--- src/hdl/ldpfc_pkg.sv ---
// Purpose: Shared constants and types of the LED dimming and fault block.
// Assumes: One 125 MHz clock; the AHB-Lite slave has 32-bit data.
// Notes: Register offsets are byte addresses of aligned words.
package ldpfc_pkg;

  // ---------------------------------------------------------------
  // Sizes and clock
  // ---------------------------------------------------------------
  localparam int NUM_CH = 6;
  localparam int DUTY_W = 8;
  localparam int PER_W = 24;
  localparam longint CLK_HZ = 125000000;

  // ---------------------------------------------------------------
  // Dimming frequency: the strap resistor law gives Hz = K / ohms.
  // ---------------------------------------------------------------
  localparam longint FREQ_K_OHM_HZ = 181800000;
  localparam longint DEF_RES_OHM = 9090;
  localparam longint DEF_FREQ_HZ = FREQ_K_OHM_HZ / DEF_RES_OHM;
  localparam logic [PER_W-1:0] PERIOD_RST =
    PER_W'(CLK_HZ / DEF_FREQ_HZ);
  localparam logic [PER_W-1:0] PERIOD_MIN = 24'h000002;

  // ---------------------------------------------------------------
  // Register map
  // ---------------------------------------------------------------
  localparam logic [7:0] REG_PERIOD = 8'h00;
  localparam logic [7:0] REG_STATUS = 8'h04;
  localparam logic [7:0] REG_CHAN = 8'h08;
  localparam logic [7:0] REG_DUTY = 8'h0C;
  localparam int ST_DIRECT = 0;
  localparam int ST_PRESENT = 1;
  localparam int ST_RUN = 2;
  localparam int ST_TEMP = 3;
  localparam int ST_SHORT = 4;
  localparam int ST_SUST_OC = 5;
  localparam int ST_ALL_OPEN = 6;
  localparam int ST_CLAMP = 7;
  localparam int CH_OPEN_LSB = 8;

  // ---------------------------------------------------------------
  // Power-stage fault indications from the analogue comparators.
  // ---------------------------------------------------------------
  typedef struct packed {
    logic over_temp;
    logic output_short;
    logic sustained_oc;
    logic sw_over_limit;
  } ldpfc_fault_t;

  typedef enum logic [1:0] {
    ST_OFF,
    ST_CHECK,
    ST_ACTIVE
  } ldpfc_state_t;

endpackage

--- src/hdl/ldpfc_top.sv ---
// Purpose: LED dimming generator and latched fault control, six sinks.
// Assumes: Comparator flags and pins are synchronous to clk_i.
// Notes: Registers are reached over an AHB-Lite slave, zero wait.
//   Latched faults clear only on reset or a rising edge of enable.
`timescale 1ns/1ps
// How it works
// - Programmable mode measures input duty into eight bits for the generator.
// - Programmable mode switches all six sinks together at set frequency.
// - Direct mode makes every sink follow the dimming input.
// - The duty decoder is held idle in direct mode.
// - Strap tied to supply selects direct; otherwise programmable.
// - Dimming period register sets the programmable dimming frequency.
// - A channel sensing no current is latched off and left out.
// - A channel above the sink overvoltage level is latched off.
// - The device shuts down for open strings only when all open.
// - Disabled channels stay off until reset or enable toggle.
// - Switch current at limit blocks the switch until next cycle.
// - Sustained overcurrent latches the device off.
// - Output short latches the device off at once.
// - Overtemperature latches the device off at once.
// - Output sense over clamp level inhibits further boost rise.
// - At startup, channels found unused are shut down.
// - With the dimming input floating, output is held at minimum.
module ldpfc_top
  import ldpfc_pkg::*;
#(
  parameter int CH = NUM_CH
) (
  // Clock and reset
  input wire logic clk_i,
  input wire logic rst_i,
  // AHB-Lite slave
  input wire logic hsel_i,
  input wire logic [31:0] haddr_i,
  input wire logic [1:0] htrans_i,
  input wire logic hwrite_i,
  input wire logic [2:0] hsize_i,
  input wire logic [31:0] hwdata_i,
  input wire logic hready_i,
  output logic [31:0] hrdata_o,
  output logic hreadyout_o,
  output logic hresp_o,
  // Host pins and strap
  input wire logic enable_i,
  input wire logic dimming_pulse_input_i,
  input wire logic dim_input_present_i,
  input wire logic dim_freq_mode_strap_i,
  // Analogue comparator flags
  input wire logic [CH-1:0] sink_no_current_i,
  input wire logic [CH-1:0] sink_over_volt_i,
  input wire logic output_voltage_sense_over_i,
  input wire logic sw_cycle_start_i,
  input wire ldpfc_fault_t fault_i,
  // Power stage controls
  output logic [CH-1:0] sink_on_o,
  output logic power_switch_en_o,
  output logic boost_inhibit_o,
  output logic min_voltage_o,
  output logic shutdown_o
);

  if (CH < 1 || CH > 8) begin : g_chk
    $error("ldpfc_top: CH must be 1 to 8");
  end

  // ---------------------------------------------------------------
  // State
  // ---------------------------------------------------------------
  // Sequencing and mode.
  ldpfc_state_t state_r;
  ldpfc_state_t state_nxt;
  logic en_d_r;
  logic direct_r;
  // Latched faults and channel masks.
  logic [CH-1:0] ch_off_r;
  logic [CH-1:0] ch_open_r;
  logic temp_r;
  logic short_r;
  logic sust_oc_r;
  logic sw_block_r;
  // Dimming generator and power-stage controls.
  logic [PER_W-1:0] period_r;
  logic [PER_W-1:0] dim_cnt_r;
  logic [CH-1:0] sink_on_r;
  logic pse_r;
  logic inhibit_r;
  logic minv_r;
  logic shut_r;
  // Bus slave.
  logic ph_wr_r;
  logic [7:0] ph_addr_r;
  logic [31:0] rdata_r;
  logic [31:0] rdata_sel;
  logic hreadyout_r;
  logic hresp_r;
  // Decoder result.
  logic [DUTY_W-1:0] duty;
  logic duty_valid;

  // ---------------------------------------------------------------
  // Enable edge, fault summary and mode
  // ---------------------------------------------------------------
  // Enable held high through reset counts as a rise on the first cycle.
  wire en_rise = enable_i & ~en_d_r;
  wire all_open = &ch_open_r;
  wire latched = temp_r | short_r | sust_oc_r | all_open;
  wire running = state_r == ST_ACTIVE;
  wire prog_mode = ~direct_r;
  wire [CH-1:0] open_evt = running ? sink_no_current_i : '0;
  wire [CH-1:0] ov_evt = running ? sink_over_volt_i : '0;

  // Startup check, run and shutdown sequencing.
  always_comb begin
    state_nxt = state_r;
    case (state_r)
      ST_OFF: begin
        if (en_rise) state_nxt = ST_CHECK;
      end
      ST_CHECK: begin
        state_nxt = ST_ACTIVE;
      end
      ST_ACTIVE: begin
        if (latched) state_nxt = ST_OFF;
      end
      default: state_nxt = ST_OFF;
    endcase
    if (!enable_i) state_nxt = ST_OFF;
  end

  // Registered state, enable history and mode strap.
  always_ff @(posedge clk_i or posedge rst_i) begin
    if (rst_i) begin
      state_r <= ST_OFF;
      en_d_r <= 1'b0;
      direct_r <= 1'b0;
    end else begin
      state_r <= state_nxt;
      en_d_r <= enable_i;
      direct_r <= dim_freq_mode_strap_i;
    end
  end

  // ---------------------------------------------------------------
  // Latched faults: an event in the clear cycle still sets the flag.
  // ---------------------------------------------------------------
  wire [CH-1:0] unused_evt = (state_r == ST_CHECK) ? sink_no_current_i : '0;

  // Next value of a latched flag: a set in the clear cycle still wins.
  function automatic logic latch_nxt(input logic q, input logic clr,
                                     input logic set);
    latch_nxt = (q & ~clr) | set;
  endfunction

  // Channel masks and device latches, cleared together by enable rise.
  always_ff @(posedge clk_i or posedge rst_i) begin
    if (rst_i) begin
      ch_off_r <= '0;
      ch_open_r <= '0;
      temp_r <= 1'b0;
      short_r <= 1'b0;
      sust_oc_r <= 1'b0;
    end else begin
      ch_off_r <= (en_rise ? '0 : ch_off_r)
                  | open_evt | ov_evt | unused_evt;
      ch_open_r <= (en_rise ? '0 : ch_open_r) | open_evt | unused_evt;
      temp_r <= latch_nxt(temp_r, en_rise, fault_i.over_temp);
      short_r <= latch_nxt(short_r, en_rise, fault_i.output_short);
      sust_oc_r <= latch_nxt(sust_oc_r, en_rise,
                             fault_i.sustained_oc);
    end
  end

  // Pulse-by-pulse limit: the limit wins if it meets a cycle start.
  always_ff @(posedge clk_i or posedge rst_i) begin
    if (rst_i) begin
      sw_block_r <= 1'b0;
    end else begin
      sw_block_r <= latch_nxt(sw_block_r, sw_cycle_start_i,
                              fault_i.sw_over_limit);
    end
  end

  // ---------------------------------------------------------------
  // Duty decoder, idle in direct mode
  // ---------------------------------------------------------------
  // While idle the decoder keeps its last result, so a return to
  // programmable mode replays the old duty until a period is measured.
  ldpfc_duty_decoder #(
    .CNT_W(PER_W)
  ) u_dec (
    .clk_i(clk_i),
    .rst_i(rst_i),
    .enable_i(prog_mode & enable_i),
    .pulse_i(dimming_pulse_input_i),
    .duty_o(duty),
    .valid_o(duty_valid)
  );

  // ---------------------------------------------------------------
  // Output dimming generator
  // ---------------------------------------------------------------
  wire [PER_W+DUTY_W-1:0] on_prod = period_r * duty;
  wire [PER_W-1:0] on_cnt = on_prod[PER_W+DUTY_W-1:DUTY_W];
  // The period register never holds less than 2, so the counter always
  // wraps; a shorter period written mid-count cuts that period short.
  wire dim_wrap = dim_cnt_r >= period_r - 1'b1;
  wire gen_on = (dim_cnt_r < on_cnt) & duty_valid;
  wire sig_ok = dim_input_present_i;
  wire dim_on = direct_r ? dimming_pulse_input_i : gen_on;
  // Sinks are off unless running, the input is present and dimming is on.
  wire [CH-1:0] sink_nxt =
    (running && sig_ok && dim_on) ? ~ch_off_r : '0;

  // Period counter and registered sink and power-stage controls.
  always_ff @(posedge clk_i or posedge rst_i) begin
    if (rst_i) begin
      dim_cnt_r <= '0;
      sink_on_r <= '0;
      pse_r <= 1'b0;
      inhibit_r <= 1'b0;
      minv_r <= 1'b0;
      shut_r <= 1'b1;
    end else begin
      dim_cnt_r <= dim_wrap ? '0 : dim_cnt_r + 1'b1;
      sink_on_r <= sink_nxt;
      pse_r <= running & ~sw_block_r & ~fault_i.sw_over_limit;
      inhibit_r <= output_voltage_sense_over_i;
      minv_r <= running & ~sig_ok;
      shut_r <= ~running;
    end
  end

  // ---------------------------------------------------------------
  // AHB-Lite slave: zero wait, always OKAY, word registers.
  // ---------------------------------------------------------------
  // An address phase is taken when selected, ready and NONSEQ or SEQ.
  wire ahb_go = hsel_i & hready_i & htrans_i[1];
  wire rd_go = ahb_go & ~hwrite_i;
  wire [PER_W-1:0] wr_per = hwdata_i[PER_W-1:0];
  wire [31:0] st_word = {24'h000000, inhibit_r, all_open, sust_oc_r,
                         short_r, temp_r, running, sig_ok, direct_r};
  wire [31:0] ch_word = {16'h0000, {(8-CH){1'b0}}, ch_open_r,
                         {(8-CH){1'b0}}, ch_off_r};
  wire [7:0] rd_addr = haddr_i[7:0];
  wire addr_hi_ok = haddr_i[31:8] == 24'h000000;

  // Read data is loaded at the address phase so it stands in the data phase.
  always_comb begin
    case (rd_addr)
      REG_PERIOD: rdata_sel = {{(32-PER_W){1'b0}}, period_r};
      REG_STATUS: rdata_sel = st_word;
      REG_CHAN: rdata_sel = ch_word;
      REG_DUTY: rdata_sel = {{(32-DUTY_W){1'b0}}, duty};
      default: rdata_sel = 32'h00000000;
    endcase
    if (!addr_hi_ok) rdata_sel = 32'h00000000;
  end

  // Bus phase registers; the response is always OKAY.
  always_ff @(posedge clk_i or posedge rst_i) begin
    if (rst_i) begin
      ph_wr_r <= 1'b0;
      ph_addr_r <= 8'h00;
      rdata_r <= 32'h00000000;
      hreadyout_r <= 1'b0;
      hresp_r <= 1'b0;
    end else begin
      hreadyout_r <= 1'b1;
      hresp_r <= 1'b0;
      if (hready_i) begin
        ph_wr_r <= ahb_go & hwrite_i & addr_hi_ok;
        ph_addr_r <= rd_addr;
      end
      if (rd_go) rdata_r <= rdata_sel;
    end
  end

  // A write lands in its data phase, one cycle after the address phase.
  wire per_wr_go = ph_wr_r && (ph_addr_r == REG_PERIOD);

  // Dimming period register, clamped so the counter always wraps.
  always_ff @(posedge clk_i or posedge rst_i) begin
    if (rst_i) begin
      period_r <= PERIOD_RST;
    end else if (per_wr_go) begin
      period_r <= (wr_per < PERIOD_MIN) ? PERIOD_MIN : wr_per;
    end
  end

  // ---------------------------------------------------------------
  // Outputs
  // ---------------------------------------------------------------
  // Every output is driven straight from a register.
  assign hrdata_o = rdata_r;
  assign hreadyout_o = hreadyout_r;
  assign hresp_o = hresp_r;
  assign sink_on_o = sink_on_r;
  assign power_switch_en_o = pse_r;
  assign boost_inhibit_o = inhibit_r;
  assign min_voltage_o = minv_r;
  assign shutdown_o = shut_r;

endmodule

--- src/hdl/ldpfc_duty_decoder.sv ---
// Purpose: Measures the duty cycle of the dimming input as 8 bits.
// Assumes: The dimming input is synchronous to clk_i.
// Notes: Result = floor(high * 256 / period), held at 255 when full.
`timescale 1ns/1ps
module ldpfc_duty_decoder
  import ldpfc_pkg::*;
#(
  parameter int CNT_W = PER_W
) (
  // Clock and reset
  input wire logic clk_i,
  input wire logic rst_i,
  // Control and input
  input wire logic enable_i,
  input wire logic pulse_i,
  // Result
  output logic [DUTY_W-1:0] duty_o,
  output logic valid_o
);

  if (CNT_W < 4 || CNT_W > 30) begin : g_chk
    $error("ldpfc_duty_decoder: CNT_W out of range");
  end

  logic pulse_d_r;
  logic [CNT_W-1:0] cnt_r;
  logic [CNT_W-1:0] high_r;
  logic [CNT_W-1:0] hi_cap_r;
  logic [CNT_W-1:0] per_cap_r;
  logic [CNT_W:0] rem_r;
  logic [DUTY_W-1:0] quo_r;
  logic [3:0] step_r;
  logic [DUTY_W-1:0] duty_r;
  logic valid_r;

  // Edge detection and the restoring divider step.
  wire rise = pulse_i & ~pulse_d_r;
  wire cnt_full = &cnt_r;
  wire [CNT_W:0] rem_sh = {rem_r[CNT_W-1:0], 1'b0};
  wire take = rem_sh >= {1'b0, per_cap_r};
  wire [CNT_W:0] rem_nxt = take ? rem_sh - {1'b0, per_cap_r} : rem_sh;
  wire full_on = hi_cap_r == per_cap_r;

  // Counts the period and the high time, then divides over 8 steps.
  always_ff @(posedge clk_i or posedge rst_i) begin
    if (rst_i) begin
      pulse_d_r <= 1'b0;
      cnt_r <= '0;
      high_r <= '0;
      hi_cap_r <= '0;
      per_cap_r <= '0;
      rem_r <= '0;
      quo_r <= '0;
      step_r <= 4'h0;
      duty_r <= '0;
      valid_r <= 1'b0;
    end else if (!enable_i) begin
      pulse_d_r <= 1'b0;
      cnt_r <= '0;
      high_r <= '0;
      step_r <= 4'h0;
    end else begin
      pulse_d_r <= pulse_i;
      if (rise) begin
        if (cnt_r != '0) begin
          per_cap_r <= cnt_r;
          hi_cap_r <= high_r;
          rem_r <= {1'b0, high_r};
          step_r <= 4'h8;
        end
        cnt_r <= {{(CNT_W-1){1'b0}}, 1'b1};
        high_r <= {{(CNT_W-1){1'b0}}, 1'b1};
      end else begin
        if (!cnt_full) cnt_r <= cnt_r + 1'b1;
        if (pulse_i && !cnt_full) high_r <= high_r + 1'b1;
      end
      if (step_r != 4'h0) begin
        rem_r <= rem_nxt;
        quo_r <= {quo_r[DUTY_W-2:0], take};
        step_r <= step_r - 4'h1;
        if (step_r == 4'h1) begin
          duty_r <= full_on ? {DUTY_W{1'b1}} :
                    {quo_r[DUTY_W-2:0], take};
          valid_r <= 1'b1;
        end
      end
    end
  end

  assign duty_o = duty_r;
  assign valid_o = valid_r;

endmodule

--- config.mk ---
export PLATFORM = sky130hd
export DESIGN_NAME = ldpfc_top
export DESIGN_NICKNAME = d
export VERILOG_FILES = /design/src/hdl/ldpfc_pkg.sv /design/src/hdl/ldpfc_top.sv /design/src/hdl/ldpfc_duty_decoder.sv
export SDC_FILE = /design/constraint.sdc
export NUM_CORES = 1
export LEC_CHECK = 0
export BUFFER_PORTS_ARGS = -buffer_cell sky130_fd_sc_hd__buf_2
export CORE_MARGIN = 2
export CORE_UTILIZATION = 56
export DETAILED_ROUTE_END_ITERATION = 8
export GPL_ROUTABILITY_DRIVEN = 1
export PLACE_DENSITY = 0.82
export SLEW_MARGIN = 5
export SYNTH_ARGS = -nofsm -noshare
export SYNTH_HDL_FRONTEND = slang
export SYNTH_SLANG_ARGS = --single-unit
--- constraint.sdc ---
create_clock -name clk_i -period 6.9 [get_ports clk_i]
set_clock_uncertainty 0.2 [all_clocks]
set_input_delay 0.345 -clock clk_i [delete_from_list [all_inputs] [get_ports clk_i]]
set_output_delay 0.345 -clock clk_i [all_outputs]
set_load 0.05 [all_outputs]
==> run_results.csv <==
group,metric,value,unit
drt,via_per_inst,6.06,
drt,ant_nets,0,
drt,vias,17251,
finish,layout.nets,2722,
setup_path,arrival,7.39,ns
yosys,async_flop_share,100,%
global_routing,grt_util_all_layers,31.0,%
power,pwr_density_cell,467,mW/mm^2
yosys,yosys.area.top_type_share,31.1,%
power,power.leakage,0.0116,uW
clock_network,worstSkewPairLatency,0.58,ns
status,status,"finished with violations",
setup_path,cp.required,7.21,ns
finish,layout_commonest_cell,"nand2_1",
yosys,syn_area_per_cell,9.40,um^2
timing,min_period_over_period,103,%
drt,wl_met2,28900,um
timing,drv_slew,0,
setup_path,crit_fanout,6,
timing,rsz0062_at_grt,"yes",
die,dieHeight,192,um
die,rows,68,
worst_hold_path,min_path_type,"primary input to flip-flop",
yosys,postSynthCellCount,2106,
setup_path,endpoint_kind,"flip-flop",
setup_path,critPathTopFamily,"adder cells",
yosys,synth_area_leader_cell,"dfrtp_1",
yosys,ys_ff_latch,253,
finish,area_delta_synth_final,19.6,%
setup_path,critPathBufInv,6,
timing,slew_headroom,25.4,%
setup_path,criticalPathCategory,"flip-flop to flip-flop",
setup_path,reg2reg_slack,-0.18,ns
yosys,synth-seq-area-share,32.0,%
timing,final-setup-viol-count,6,
setup_path,crit_path_start_kind,"flip-flop",
drt,drt-wirelength-per-cell,20.6,um
timing,layout_min_cycle_time,7.08,ns
yosys,synth_area_leaders,"dfrtp_1 31%, fa_1 13%, ha_1 8.0%",
timing,fmax,0.141,GHz
global_routing,grt_pass1_wl,90700,um
drt,wl_met1,21600,um
drt,drt_iter0_drc,1575,
finish,mostFrequentLayoutCells,"250 x nand2_1, 237 x dfrtp_1, 186 x inv_1",
place,placedCellCount,2688,
timing,worst_slew_pin_slew,1.12,ns
place,portBuffers,118,
clock_network,cts_buffers,29,
clock_network,cts_tree,"yes",
drt,wirelength,58500,um
drt,wl_met3,4580,um
global_routing,grt-ovfl-total,0,
yosys,synth_ff_type,"dfrtp_1",
clock_network,cts_sinks,253,
global_routing,grt_pass1_vias,17635,
flow_run,maxCapViolCount,0,
yosys,yosys_warnings,0,
power,peakVddDrop,348,uV
clock_network,htree_num_levels,1,
global_routing,antenna_found_initial,1,
die,start_util,57.0,%
finish,final_cells,2845,
die,core_area,0.0347,mm^2
die,die_area,0.0369,mm^2
timing,finalHoldViolCount,0,
clock_network,clkTransAtPathRegs,0.06,ns
clock_network,root_buffer,"clkbuf_16",
drt,dr.pass1.iters,6,
yosys,syn_area,0.0198,mm^2
timing,setup_slack,-0.176,ns
drt,drc,0,
setup_path,critPathMaxStageDelay,0.59,ns
drt,top_layer_used,"met5",
place,place_congestion,0.896,
status,violations,"setup timing",
die,io_pins,140,
yosys,synth_edf_count,0,
timing,whs,0.145,ns
place,dp_hpwl,38800,um
die,chipWidth,192,um
global_routing,grt_max_degree,169,
yosys,ys_types,88,
clock_network,clk_path_buf_depth,3,
finish,diodes,0,
finish,post_route_cells_drive_above_1_share,18.5,%
setup_path,slowest_stage,"fa_1",
-- final cells by class --
class | count | area [um^2]
Fill cell | 2414 | 11000
Multi-Input combinational cell | 1572 | 12600
Tap cell | 455 | 569
Sequential cell | 253 | 6350
Inverter | 192 | 724
Clock buffer | 33 | 761
Timing Repair Buffer | 319 | 2360
Clock inverter | 21 | 310
-- worst register-to-register path: stages, from the launching register on --
cell	delay, ns
dfrtp_2	0.42
buf_12	0.14
buf_4	0.15
and2_1	0.16
fa_2	0.41
fa_1	0.59
inv_1	0.07
fa_1	0.48
inv_1	0.07
fa_2	0.57
ha_1	0.26
and4_1	0.28
a31oi_4	0.22
a311oi_2	0.14
o31a_1	0.33
a41o_1	0.30
buf_6	0.14
or4_4	0.43
a31oi_1	0.24
xor2_1	0.21
ha_1	0.27
a211o_1	0.33
a211oi_2	0.21
a22oi_2	0.08
buf_6	0.18
nor2_2	0.12
-- worst paths after layout --
check	from	end	depth (start not counted)
worst min register to register	state_r[1]$_DFFE_PP0P_	state_r[0]$_DFFE_PP0P_	1
worst min-delay path	haddr_i[12]	hrdata_o[2]$_DFFE_PP0P_	5
min in group asynchronous	rst_i	u_dec.cnt_r[11]$_DFFE_PP0P_	4
worst max-delay path	u_dec.duty_o[4]$_DFFE_PP0P_	sink_on_o[1]$_DFF_PP0_	25
worst max register to register	u_dec.duty_o[4]$_DFFE_PP0P_	sink_on_o[1]$_DFF_PP0_	25
max in group asynchronous	rst_i	period_r[9]$_DFFE_PP0P_	5
-- metrics by stage --
step	TNS [ns]	instance area, um^2	power (uW)	util (%)	setup WS, ns
floorplan	0	19800	6270	-	0.187
global placement	-1.13	21300	7820	61.4	-0.190
detailed placement	-1.77	21300	8040	61.4	-0.312
CTS	0	23400	10100	67.3	0.00287
global route	-1.52	23700	11900	68.2	-0.264
finish	-0.921	23700	11000	68.2	-0.176
-- sequential cells by signal (all words and copies together) (netlist names), 2 cells and up --
register	cells
dim_cnt_r	24
hrdata_o	24
period_r	24
u_dec.cnt_r	24
u_dec.hi_cap_r	24
u_dec.high_r	24
u_dec.per_cap_r	24
u_dec.rem_r	24
ph_addr_r	8
u_dec.duty_o	8
u_dec.quo_r	7
ch_off_r	6
ch_open_r	6
sink_on_o	6
u_dec.step_r	4
state_r	2
-- cells by family after synthesis --
group / count (synthesis) / synth area share [%]
DFF: 253 / 32.0
xor gates and xnor gates: 141 / 6.24
buffers and inverters: 289 / 5.85
muxes: 61 / 3.70
AOI/OAI and AO/OA: 316 / 10.5
other: 2 / 0.0379
and+or+nand+nor: 785 / 20.2
adders and majority gates: 259 / 21.4
-- cells in the mapped netlist (all sizes together), types with 37 or more instances --
| master | count |
|---|---|
| o21ai | 77 |
| nand2 | 252 |
| nand3 | 46 |
| xor2 | 70 |
| a21oi | 80 |
| fa | 132 |
| dfrtp | 246 |
| mux2 | 37 |
| nor3 | 50 |
| clkbuf | 77 |
| and2 | 153 |
| inv | 192 |
| xnor2 | 71 |
| nor2 | 118 |
| ha | 127 |
-- where the power goes --
group / leakage (uW) / switching [uW] / internal (uW)
clock network: 0.000519 / 677 / 1060
logic: 0.00774 / 4030 / 3410
registers: 0.00330 / 208 / 1660
total: 0.0116 / 4910 / 6130
-- per-layer routing --
layer  vias up  track usage [%]
met5         -                0
met3       268             6.36
li1       7588                -
met4         2             14.0
met2       891             52.2
met1      8502             38.6
-- repair_timing --
| action | in CTS | in global routing |
|---|---|---|
| setup buffers | 18 | 14 |
| hold endpoints to repair | 96 | 0 |
| hold buffers | 72 | 0 |
| setup endpoints to repair | 6 | 6 |
| resized for setup | 37 | 47 |
| pin swaps | 34 | 39 |
No activity file was read; power rests on OpenSTA's default activity.
